==> src/rtl/sdwl_pkg.sv <==
// Package with constants and types for the serial word loader
package sdwl_pkg;
	localparam int WORD_BITS = 16;
	localparam int CODE_BITS = 12;
	localparam int SPEED_POS = 14;
	localparam int POWER_POS = 13;
	localparam int CODE_MSB = 11;
	localparam logic [15:0] WORD_RESET = 16'h0000;
	localparam logic [13:0] LATCH_RESET = 14'h0000;
	localparam logic [3:0] PINS_RESET = 4'he;
	localparam logic [4:0] COUNT_RESET = 5'h00;
	localparam logic [4:0] COUNT_FULL = 5'h10;
	localparam int SYNC_STAGES = 3;
	localparam int AMP_COUNT = 2;

	typedef struct packed {
		logic select_n;
		logic frame;
		logic sclk;
		logic data;
	} sdwl_pins_t;

	typedef struct packed {
		logic settling_speed_bit;
		logic power_down_bit;
		logic [11:0] code;
	} sdwl_latch_t;

	typedef enum logic [1:0] {
		ST_IDLE,
		ST_SHIFT,
		ST_WAIT_RISE,
		ST_DONE
	} sdwl_state_t;
endpackage

==> src/rtl/sdwl_loader.sv <==
// Serial word loader: shift register, converter latch and control decode
`timescale 1ns/1ps
module sdwl_loader #(
	parameter int AMPS = sdwl_pkg::AMP_COUNT
) (
	// Clock and reset
	input wire logic i_clock,
	input wire logic i_rst_n,
	// Serial pins
	input wire logic i_select_n,
	input wire logic i_word_framing_strobe,
	input wire logic i_sclk,
	input wire logic i_sdata,
	// Converter controls
	output logic [11:0] o_code,
	output logic o_settling_speed_bit,
	output logic o_power_down_bit,
	output logic [AMPS-1:0] o_amp_disable,
	output logic o_update
);
	sdwl_pkg::sdwl_pins_t raw, pins, prev_reg, prev_next;
	sdwl_pkg::sdwl_state_t state_reg, state_next;
	sdwl_pkg::sdwl_latch_t latch_reg, latch_next;
	logic [15:0] shift_reg, shift_next;
	logic [4:0] count_reg, count_next;
	logic [AMPS-1:0] amp_reg, amp_next;
	logic upd_reg, upd_next;
	logic fs_fall, fs_rise, ck_fall, ck_rise, active;

	assign raw = '{select_n: i_select_n, frame: i_word_framing_strobe,
		sclk: i_sclk, data: i_sdata};

	sdwl_sync #(.WIDTH(4)) u_sync (
		.i_clock(i_clock),
		.i_rst_n(i_rst_n),
		.i_async(raw),
		.i_reset_level(sdwl_pkg::PINS_RESET),
		.o_level(pins)
	);

	// Load the shifted word into the latch; bits 15 and 12 dropped
	function automatic sdwl_pkg::sdwl_latch_t decode(input logic [15:0] w);
		sdwl_pkg::sdwl_latch_t l;
		l.settling_speed_bit = w[sdwl_pkg::SPEED_POS];
		l.power_down_bit = w[sdwl_pkg::POWER_POS];
		l.code = w[sdwl_pkg::CODE_MSB:0];
		return l;
	endfunction

	assign active = !pins.select_n;
	assign fs_fall = prev_reg.frame && !pins.frame;
	assign fs_rise = !prev_reg.frame && pins.frame;
	assign ck_fall = prev_reg.sclk && !pins.sclk;
	assign ck_rise = !prev_reg.sclk && pins.sclk;

	always_comb begin
		prev_next = pins;
		state_next = state_reg;
		shift_next = shift_reg;
		count_next = count_reg;
		latch_next = latch_reg;
		upd_next = 1'b0;
		if (!active) begin
			// Select high: shift, count and latch frozen, frame abandoned
			state_next = sdwl_pkg::ST_IDLE;
		end else begin
			unique case (state_reg)
			sdwl_pkg::ST_IDLE, sdwl_pkg::ST_DONE: begin
				if (fs_fall) begin
					state_next = sdwl_pkg::ST_SHIFT;
					count_next = sdwl_pkg::COUNT_RESET;
				end
			end
			sdwl_pkg::ST_SHIFT: begin
				if (fs_rise) begin
					// Early end of frame loads what has shifted
					latch_next = decode(shift_reg);
					upd_next = 1'b1;
					state_next = sdwl_pkg::ST_IDLE;
				end else if (ck_fall) begin
					shift_next = {shift_reg[14:0], pins.data};
					count_next = 5'(count_reg + 5'h01);
					if (5'(count_reg + 5'h01) == sdwl_pkg::COUNT_FULL) begin
						state_next = sdwl_pkg::ST_WAIT_RISE;
					end
				end
			end
			sdwl_pkg::ST_WAIT_RISE: begin
				if (ck_rise || fs_rise) begin
					latch_next = decode(shift_reg);
					upd_next = 1'b1;
					state_next = sdwl_pkg::ST_DONE;
				end
			end
			endcase
		end
		amp_next = {AMPS{latch_next.power_down_bit}};
	end

	always_ff @(posedge i_clock) begin
		if (!i_rst_n) begin
			prev_reg <= sdwl_pkg::PINS_RESET;
			state_reg <= sdwl_pkg::ST_IDLE;
			shift_reg <= sdwl_pkg::WORD_RESET;
			count_reg <= sdwl_pkg::COUNT_RESET;
			latch_reg <= sdwl_pkg::LATCH_RESET;
			amp_reg <= '0;
			upd_reg <= 1'b0;
		end else begin
			prev_reg <= prev_next;
			state_reg <= state_next;
			shift_reg <= shift_next;
			count_reg <= count_next;
			latch_reg <= latch_next;
			amp_reg <= amp_next;
			upd_reg <= upd_next;
		end
	end

	assign o_code = latch_reg.code;
	assign o_settling_speed_bit = latch_reg.settling_speed_bit;
	assign o_power_down_bit = latch_reg.power_down_bit;
	assign o_amp_disable = amp_reg;
	assign o_update = upd_reg;
endmodule

==> src/rtl/sdwl_sync.sv <==
// Three-stage pin synchroniser with agreement filter
`timescale 1ns/1ps
module sdwl_sync #(
	parameter int WIDTH = 4
) (
	// Clock and reset
	input wire logic i_clock,
	input wire logic i_rst_n,
	// Raw pins and filtered level
	input wire logic [WIDTH-1:0] i_async,
	input wire logic [WIDTH-1:0] i_reset_level,
	output logic [WIDTH-1:0] o_level
);
	logic [WIDTH-1:0] s1_reg, s2_reg, s3_reg, lvl_reg;
	logic [WIDTH-1:0] s1_next, s2_next, s3_next, lvl_next;

	always_comb begin
		s1_next = i_async;
		s2_next = s1_reg;
		s3_next = s2_reg;
		// Change counts once the second and third stages agree
		lvl_next = lvl_reg;
		for (int i = 0; i < WIDTH; i++) begin
			if (s2_reg[i] == s3_reg[i]) begin
				lvl_next[i] = s3_reg[i];
			end
		end
	end

	always_ff @(posedge i_clock) begin
		if (!i_rst_n) begin
			s1_reg <= i_reset_level;
			s2_reg <= i_reset_level;
			s3_reg <= i_reset_level;
			lvl_reg <= i_reset_level;
		end else begin
			s1_reg <= s1_next;
			s2_reg <= s2_next;
			s3_reg <= s3_next;
			lvl_reg <= lvl_next;
		end
	end

	assign o_level = lvl_reg;
endmodule

==> config.mk <==
export PLATFORM = sky130hd
export DESIGN_NAME = sdwl_loader
export DESIGN_NICKNAME = d
export VERILOG_FILES = /design/src/rtl/sdwl_pkg.sv /design/src/rtl/sdwl_loader.sv /design/src/rtl/sdwl_sync.sv
export SDC_FILE = /design/constraint.sdc
export NUM_CORES = 1
export LEC_CHECK = 0
export ABC_AREA = 1
export BUFFER_PORTS_ARGS = -buffer_cell sky130_fd_sc_hd__buf_4
export CAP_MARGIN = 20
export CORE_MARGIN = 4
export CORE_UTILIZATION = 62
export DETAILED_ROUTE_END_ITERATION = 7
export GPL_TIMING_DRIVEN = 0
export PLACE_DENSITY = 0.84
export SLEW_MARGIN = 40
export SYNTH_ARGS = -nofsm -noshare
export SYNTH_HDL_FRONTEND = slang
export SYNTH_HIERARCHICAL = 1
export SYNTH_SLANG_ARGS = --single-unit
==> constraint.sdc <==
create_clock -name i_clock -period 2.9 [get_ports i_clock]
set_input_delay 0.58 -clock i_clock [delete_from_list [all_inputs] [get_ports i_clock]]
set_output_delay 0.58 -clock i_clock [all_outputs]
set_load 0.05 [all_outputs]
==> flow_summary.json, run 1 <==
{
  "regArea_um2": 1141,
  "met3_length_um": 146,
  "synthSimpleGateAreaFrac_pct": 24.85,
  "wl_met2_um": 1991,
  "multi_input_area_um2": 948.4,
  "ys_top_cells_by_area": "dfxtp_1 44%, nand2_1 9.6%, nor2_1 7.3%",
  "finish.utilization_pct": 76.05,
  "numPortBuffers": 22,
  "peakVddDrop_mv": 0.4316,
  "synth-seq-area-share_pct": 49.48,
  "fmax_mhz": 614.6,
  "clk_latency_ns": 0.31,
  "nets": 327,
  "diodes": 0,
  "setup_tns_ns": 0,
  "syn_to_final_growth_pct": 14.38,
  "finalHoldViolations": 0,
  "final_cells": 364,
  "finalSetupViolCount": 0,
  "postCtsSetupBuffers": 0,
  "fin_crit_ns": 1.627,
  "grt.overflow.total": 0,
  "fill_cells": 273,
  "leakage_uw": 0.001187,
  "p_switching_uw": 728.9,
  "fin_skew_ns": 0.006655,
  "synth_top_cell_by_area": "dfxtp_1",
  "holdPathStages": 2,
  "via_per_inst": 5.071,
  "maxCapViolCount": 0,
  "combPwrFrac_pct": 31.8,
  "ys_warn_count": 6,
  "first_pass_iters": 4,
  "r2r_end": "o_code[9]$_SDFFE_PN0P_",
  "wl_met1_um": 1823,
  "syn_area_um2": 2306,
  "fin_ws_ns": 1.273,
  "synth-seq-cells": 55,
  "via_count": 1846,
  "dieArea_um2": 4759,
  "cp-start-kind": "register",
  "largest_reg_flops": 15,
  "drtIter0Drc": 135,
  "power_density_nw_per_um2": 770.3,
  "synth_top_family_by_area": "simple AND/OR/NAND/NOR gates",
  "cts_buffers": 5,
  "synthMuxAreaShare_pct": 0,
  "r2r_slack_ns": 1.27,
  "synth-compound-area-share_pct": 13.46,
  "antenna_found_initial": 0,
  "place_inst": 356,
  "hold_class": "register to register",
  "report.final.slew_viol_count": 0,
  "cts.htree.levels": 2,
  "die_x_um": 68.99,
  "cts_tree": "done",
  "grt_pass1_vias": 1668,
  "grt_usage_pct": 20.01,
  "avgSynthCellArea_um2": 8.063,
  "synth_cell_types": 31,
  "cts_resized": 0,
  "drcViolationCount": 0,
  "synth_xor_area_share_pct": 0,
  "worstPathRequired_ns": 3.10,
  "post-place-ws_ns": 1.305,
  "synth_fa_ha_area_share_pct": 2.170,
  "core_area_um2": 3468,
  "start_util_pct": 66.49,
  "io_pins": 23,
  "status": "finished clean",
  "drt-total-wl_um": 4036,
  "synth.top_cell.area_share_pct": 44.28,
  "worstReg2RegStart": "state_reg[0]$_SDFFE_PP0P_",
  "die_h_um": 68.99,
  "swShare_pct": 35.88,
  "grt_max_degree": 17,
  "drive_gt1_share_pct": 19.50,
  "synth_cells": 286,
  "endpoint_kind": "register",
  "grt_pass1_wl_um": 7038,
  "top_layer": "met4",
  "r2r_cells": 9,
  "cts_hold_buf": 0,
  "globalplace.congestion": 0.8155,
  "critPathKind": "register to register",
  "cts_buffer_depth": 2,
  "min_to": "u_sync/s2_reg[2]$_DFF_P_",
  "wl_per_cell_um": 11.09,
  "cts.root.buffer_cell": "clkbuf_8",
  "cell_internal_pwr_uw": 1303,
  "rsz0062_at_grt": "false",
  "final.period_utilization_pct": 56.11,
  "dp_hpwl_um": 2857,
  "ant_nets": 0,
  "critPathMaxFanout": 10,
  "p_seq_share_pct": 45.7,
  "rows": 21,
  "hp-start": "u_sync/s1_reg[2]$_DFF_P_",
  "path_clk_slew_ns": 0.09,
  "pwr-share-clk_pct": 22.5,
  "worst_ep_arrival_time_ns": 1.83,
  "cts_sinks": 55
}
-- critical path, cell delays in order, from the launching register on --
cell and delay, ns:
dfxtp_1 0.37, inv_1 0.07, ha_1 0.33, inv_1 0.13, nand2_4 0.06, nor2_4 0.12, o21ai_4 0.11, buf_8 0.17
o21ai_1 0.12, a21oi_1 0.05
-- Yosys cell counts --
master and number:
nor2_1 45, nand4_1 3, nand2_2 6, o21ai_4 1, inv_2 4, buf_4 2
edfxtp_1 4, a21oi_1 18, conb_1 2, nand4_4 1, inv_1 26, nand2_4 3
buf_12 1, nand2_1 59, inv_4 1, buf_6 3, or2_2 1, o21ai_2 3
dfxtp_1 51, clkbuf_1 2, o21ai_1 18, clkinv_2 1, ha_1 4, buf_2 1
buf_8 1, buf_1 1, nor2_4 2, nand3_4 1, o21ai_0 14, a21oi_2 2
nand3_1 5
-- power groups by stage --
stage | Clock (µW) | Sequential (µW) | Combinational [µW]
after floorplan | 0 | 1090 | 344
after global placement | 0 | 942 | 633
after detailed placement | 0 | 946 | 646
after CTS | 467 | 929 | 651
after global routing | 501 | 943 | 706
final | 457 | 928 | 646
-- final cells by class --
type,instances,share of cell area (%)
buffer,11,3.795
clock buffer,8,3.842
timing repair buffer,22,6.262
tap,46,2.182
sequential,55,43.26
inverter,32,4.696
multi-input combinational,190,35.96
-- per-layer routing --
layer	up-vias	global-route usage, %
met5	-	0
met2	28	34.88
met4	0	9.002
li1	956	-
met1	853	23.65
met3	9	3.890
-- cell usage in the layout (no fill, tap or decap), types with 5 or more instances in the layout --
cell / instances
buf_4: 24
o21ai_0: 14
nand3_1: 5
nor2_1: 45
inv_1: 26
o21ai_1: 18
a21oi_1: 18
nand2_1: 59
dfxtp_1: 51
clkbuf_8: 5
nand2_2: 6
-- through the flow --
stage          instance area, µm²  power [µW]  hold WS, ns
2_1_floorplan                2313        1435       0.4042
3_3_place_gp                 2536        1574       0.4063
3_5_place_dp                 2536        1592       0.4105
5_1_grt                      2638        2150       0.4570
4_1_cts                      2638        2047       0.4414
6_report                     2638        2032       0.4372
-- cells by family after synthesis --
kind of cell               after synthesis
adders and majority gates                4
other                                    2
buffers and inverters                   43
and+or+nand+nor                        126
DFF                                     55
AOI/OAI and AO/OA                       56
-- worst max path at each step --
stage                             startpoint                     end  slack [ns]
2_1_floorplan  o_amp_disable[0]$_SDFFE_PN0P_        o_amp_disable[0]        1.39
3_3_place_gp       state_reg[0]$_SDFFE_PP0P_  o_code[9]$_SDFFE_PN0P_        1.33
3_5_place_dp       state_reg[0]$_SDFFE_PP0P_  o_code[9]$_SDFFE_PN0P_        1.30
4_1_cts            state_reg[0]$_SDFFE_PP0P_  o_code[9]$_SDFFE_PN0P_        1.27
5_1_grt            state_reg[0]$_SDFFE_PP0P_  o_code[9]$_SDFFE_PN0P_        1.16
6_report           state_reg[0]$_SDFFE_PP0P_  o_code[9]$_SDFFE_PN0P_        1.27
No activity file was read; power rests on OpenSTA's default activity.
==> inputs of run 2 (changes only) <==
--- a/config.mk
+++ b/config.mk
@@ -9,10 +9,10 @@
 export BUFFER_PORTS_ARGS = -buffer_cell sky130_fd_sc_hd__buf_4
 export CAP_MARGIN = 20
 export CORE_MARGIN = 4
-export CORE_UTILIZATION = 62
+export CORE_UTILIZATION = 57
 export DETAILED_ROUTE_END_ITERATION = 7
 export GPL_TIMING_DRIVEN = 0
-export PLACE_DENSITY = 0.84
+export PLACE_DENSITY = 0.78
 export SLEW_MARGIN = 40
 export SYNTH_ARGS = -nofsm -noshare
 export SYNTH_HDL_FRONTEND = slang
==> constraint.sdc (replaced) <==
create_clock -name i_clock -period 1.7 [get_ports i_clock]
set_input_delay 0.34 -clock i_clock [delete_from_list [all_inputs] [get_ports i_clock]]
set_output_delay 0.34 -clock i_clock [all_outputs]
set_load 0.05 [all_outputs]
==> run 2 against run 1 <==
Against the previous run: total power up 68%; combinational power is 69% higher; critical path depth unchanged; clock power rose by 62%; setup slack lost 1.1 ns; clock-buffer cell count fell by 1; first-iteration DRC count fell by 31%; cell area did not move; non-clock buffer count is the same; core utilization decreased by 6.1 points; die area is 7.7% higher; largest power group unchanged.
==> flow_summary.json, run 2 (synthesis results as in run 1) <==
{
  "status": "finished clean",
  "crit_start": "state_reg[0]$_SDFFE_PP0P_",
  "cts_sinks": 55,
  "grt.overflow.total": 0,
  "r2r_cells": 9,
  "pwr-share-clk_pct": 21.7,
  "clk_latency_ns": 0.30,
  "finalSetupViolCount": 0,
  "drive_gt1_share_pct": 20.75,
  "maxCapViolCount": 0,
  "final_common_cell": "nand2_1",
  "fmax_mhz": 642.7,
  "final_cell_mix": "59 x nand2_1, 50 x dfxtp_1, 45 x nor2_1",
  "via_per_inst": 4.891,
  "cts.root.buffer_cell": "clkbuf_8",
  "power_uw": 3421,
  "cts_buffer_depth": 2,
  "largest_reg_flops": 15,
  "cts_buffers": 5,
  "numPortBuffers": 22,
  "grt_pass1_wl_um": 6865,
  "fin_skew_ns": 0.01059,
  "globalplace.congestion": 0.7508,
  "first_pass_iters": 4,
  "fin_crit_ns": 1.556,
  "cts_tree": "done",
  "dp_hpwl_um": 2945,
  "path_clk_slew_ns": 0.10,
  "endpoint_kind": "register",
  "critPathKind": "register to register",
  "die_h_um": 71.61,
  "core_area_um2": 3771,
  "fill_cells": 327,
  "grt_pass1_vias": 1599,
  "peakVddDrop_mv": 0.9562,
  "post-place-ws_ns": 0.09902,
  "drcViolationCount": 0,
  "r2r_slack_ns": 0.14,
  "syn_to_final_growth_pct": 14.38,
  "worstReg2RegStart": "state_reg[0]$_SDFFE_PP0P_",
  "endpoint": "o_code[8]$_SDFFE_PN0P_",
  "holdWs_ns": 0.2273,
  "regArea_um2": 1142,
  "cts_resized": 0,
  "dieArea_um2": 5127,
  "worstPathRequired_ns": 1.89,
  "diodes": 0,
  "finish.utilization_pct": 69.94,
  "report.final.slew_viol_count": 0,
  "hold_class": "primary input to register",
  "swShare_pct": 36.22,
  "via_count": 1790,
  "rsz0062_at_grt": "false",
  "power_density_nw_per_um2": 1297,
  "cts.htree.levels": 2,
  "worst_ep_arrival_time_ns": 1.75,
  "start_util_pct": 61.15,
  "antenna_found_initial": 0,
  "p_switching_uw": 1239,
  "grt_usage_pct": 16.43,
  "die_x_um": 71.61,
  "r2r_end": "o_code[8]$_SDFFE_PN0P_",
  "ant_nets": 0,
  "fin_ws_ns": 0.1440,
  "nets": 327,
  "wl_per_cell_um": 10.81,
  "io_pins": 23,
  "finalHoldViolations": 0,
  "postCtsSetupBuffers": 0,
  "setup_tns_ns": 0,
  "rows": 22,
  "critPathMaxFanout": 10,
  "cts_hold_buf": 0,
  "cp-start-kind": "register",
  "drtIter0Drc": 93,
  "grt_max_degree": 18,
  "combPwrFrac_pct": 32.0,
  "multi_input_area_um2": 950.9,
  "drt-total-wl_um": 3957,
  "leakage_uw": 0.001183,
  "cell_internal_pwr_uw": 2182,
  "p_seq_share_pct": 46.3,
  "final.period_utilization_pct": 91.53
}
[run 2: worst max-delay path: stages, from the launching register on]
cell     delay, ns
dfxtp_2       0.35
inv_1         0.06
ha_1          0.33
inv_2         0.09
nand2_4       0.05
nor2_4        0.11
o21ai_4       0.11
buf_8         0.17
o21ai_1       0.13
a21oi_1       0.05
[run 2: area by class of cell]
class | count | area share (%)
well taps | 48 | 2.277
plain buffers | 11 | 3.795
clock inverters | 1 | 0.3321
inverters | 32 | 4.696
clock buffers | 7 | 3.273
multi-input cells | 190 | 36.05
repair buffers | 22 | 6.262
flip-flops and latches | 55 | 43.31
[run 2: metrics by stage]
step,cell area (µm²),std cells
after floorplan,2313,288
after global placement,2539,358
after detailed placement,2539,358
after CTS,2634,366
after global routing,2638,366
final,2638,366
[run 2: worst min-delay path by stage]
stage | start | end | slack, ns | cells after the start
floorplan | u_sync/s1_reg[1]$_DFF_P_ | u_sync/s2_reg[1]$_DFF_P_ | 0.40 | 2
global placement | u_sync/s1_reg[3]$_DFF_P_ | u_sync/s2_reg[3]$_DFF_P_ | 0.41 | 2
detailed placement | u_sync/s1_reg[3]$_DFF_P_ | u_sync/s2_reg[3]$_DFF_P_ | 0.41 | 2
CTS | i_word_framing_strobe | u_sync/s1_reg[2]$_DFF_P_ | 0.22 | 3
global route | i_sdata | u_sync/s1_reg[0]$_DFF_P_ | 0.23 | 3
finish | i_word_framing_strobe | u_sync/s1_reg[2]$_DFF_P_ | 0.23 | 3
[run 2: power by group through the flow]
stage,Combinational [µW],Sequential [µW],Clock (µW)
after floorplan,586,1860,0
after global placement,1080,1610,0
after detailed placement,1100,1620,0
after CTS,1100,1590,763
after global routing,1200,1610,816
final,1090,1590,742
[run 2: layer usage]
| layer | share of wire [%] | vias up | wire length (µm) | global-route usage, % |
|---|---|---|---|---|
| met5 | 0 | - | 0 | 0 |
| met4 | 1.7 | 0 | 69 | 5.010 |
| met3 | 4.3 | 9 | 172 | 3.366 |
| met2 | 48 | 39 | 1886 | 27.76 |
| met1 | 46 | 783 | 1829 | 21.09 |
| li1 | - | 959 | - | - |
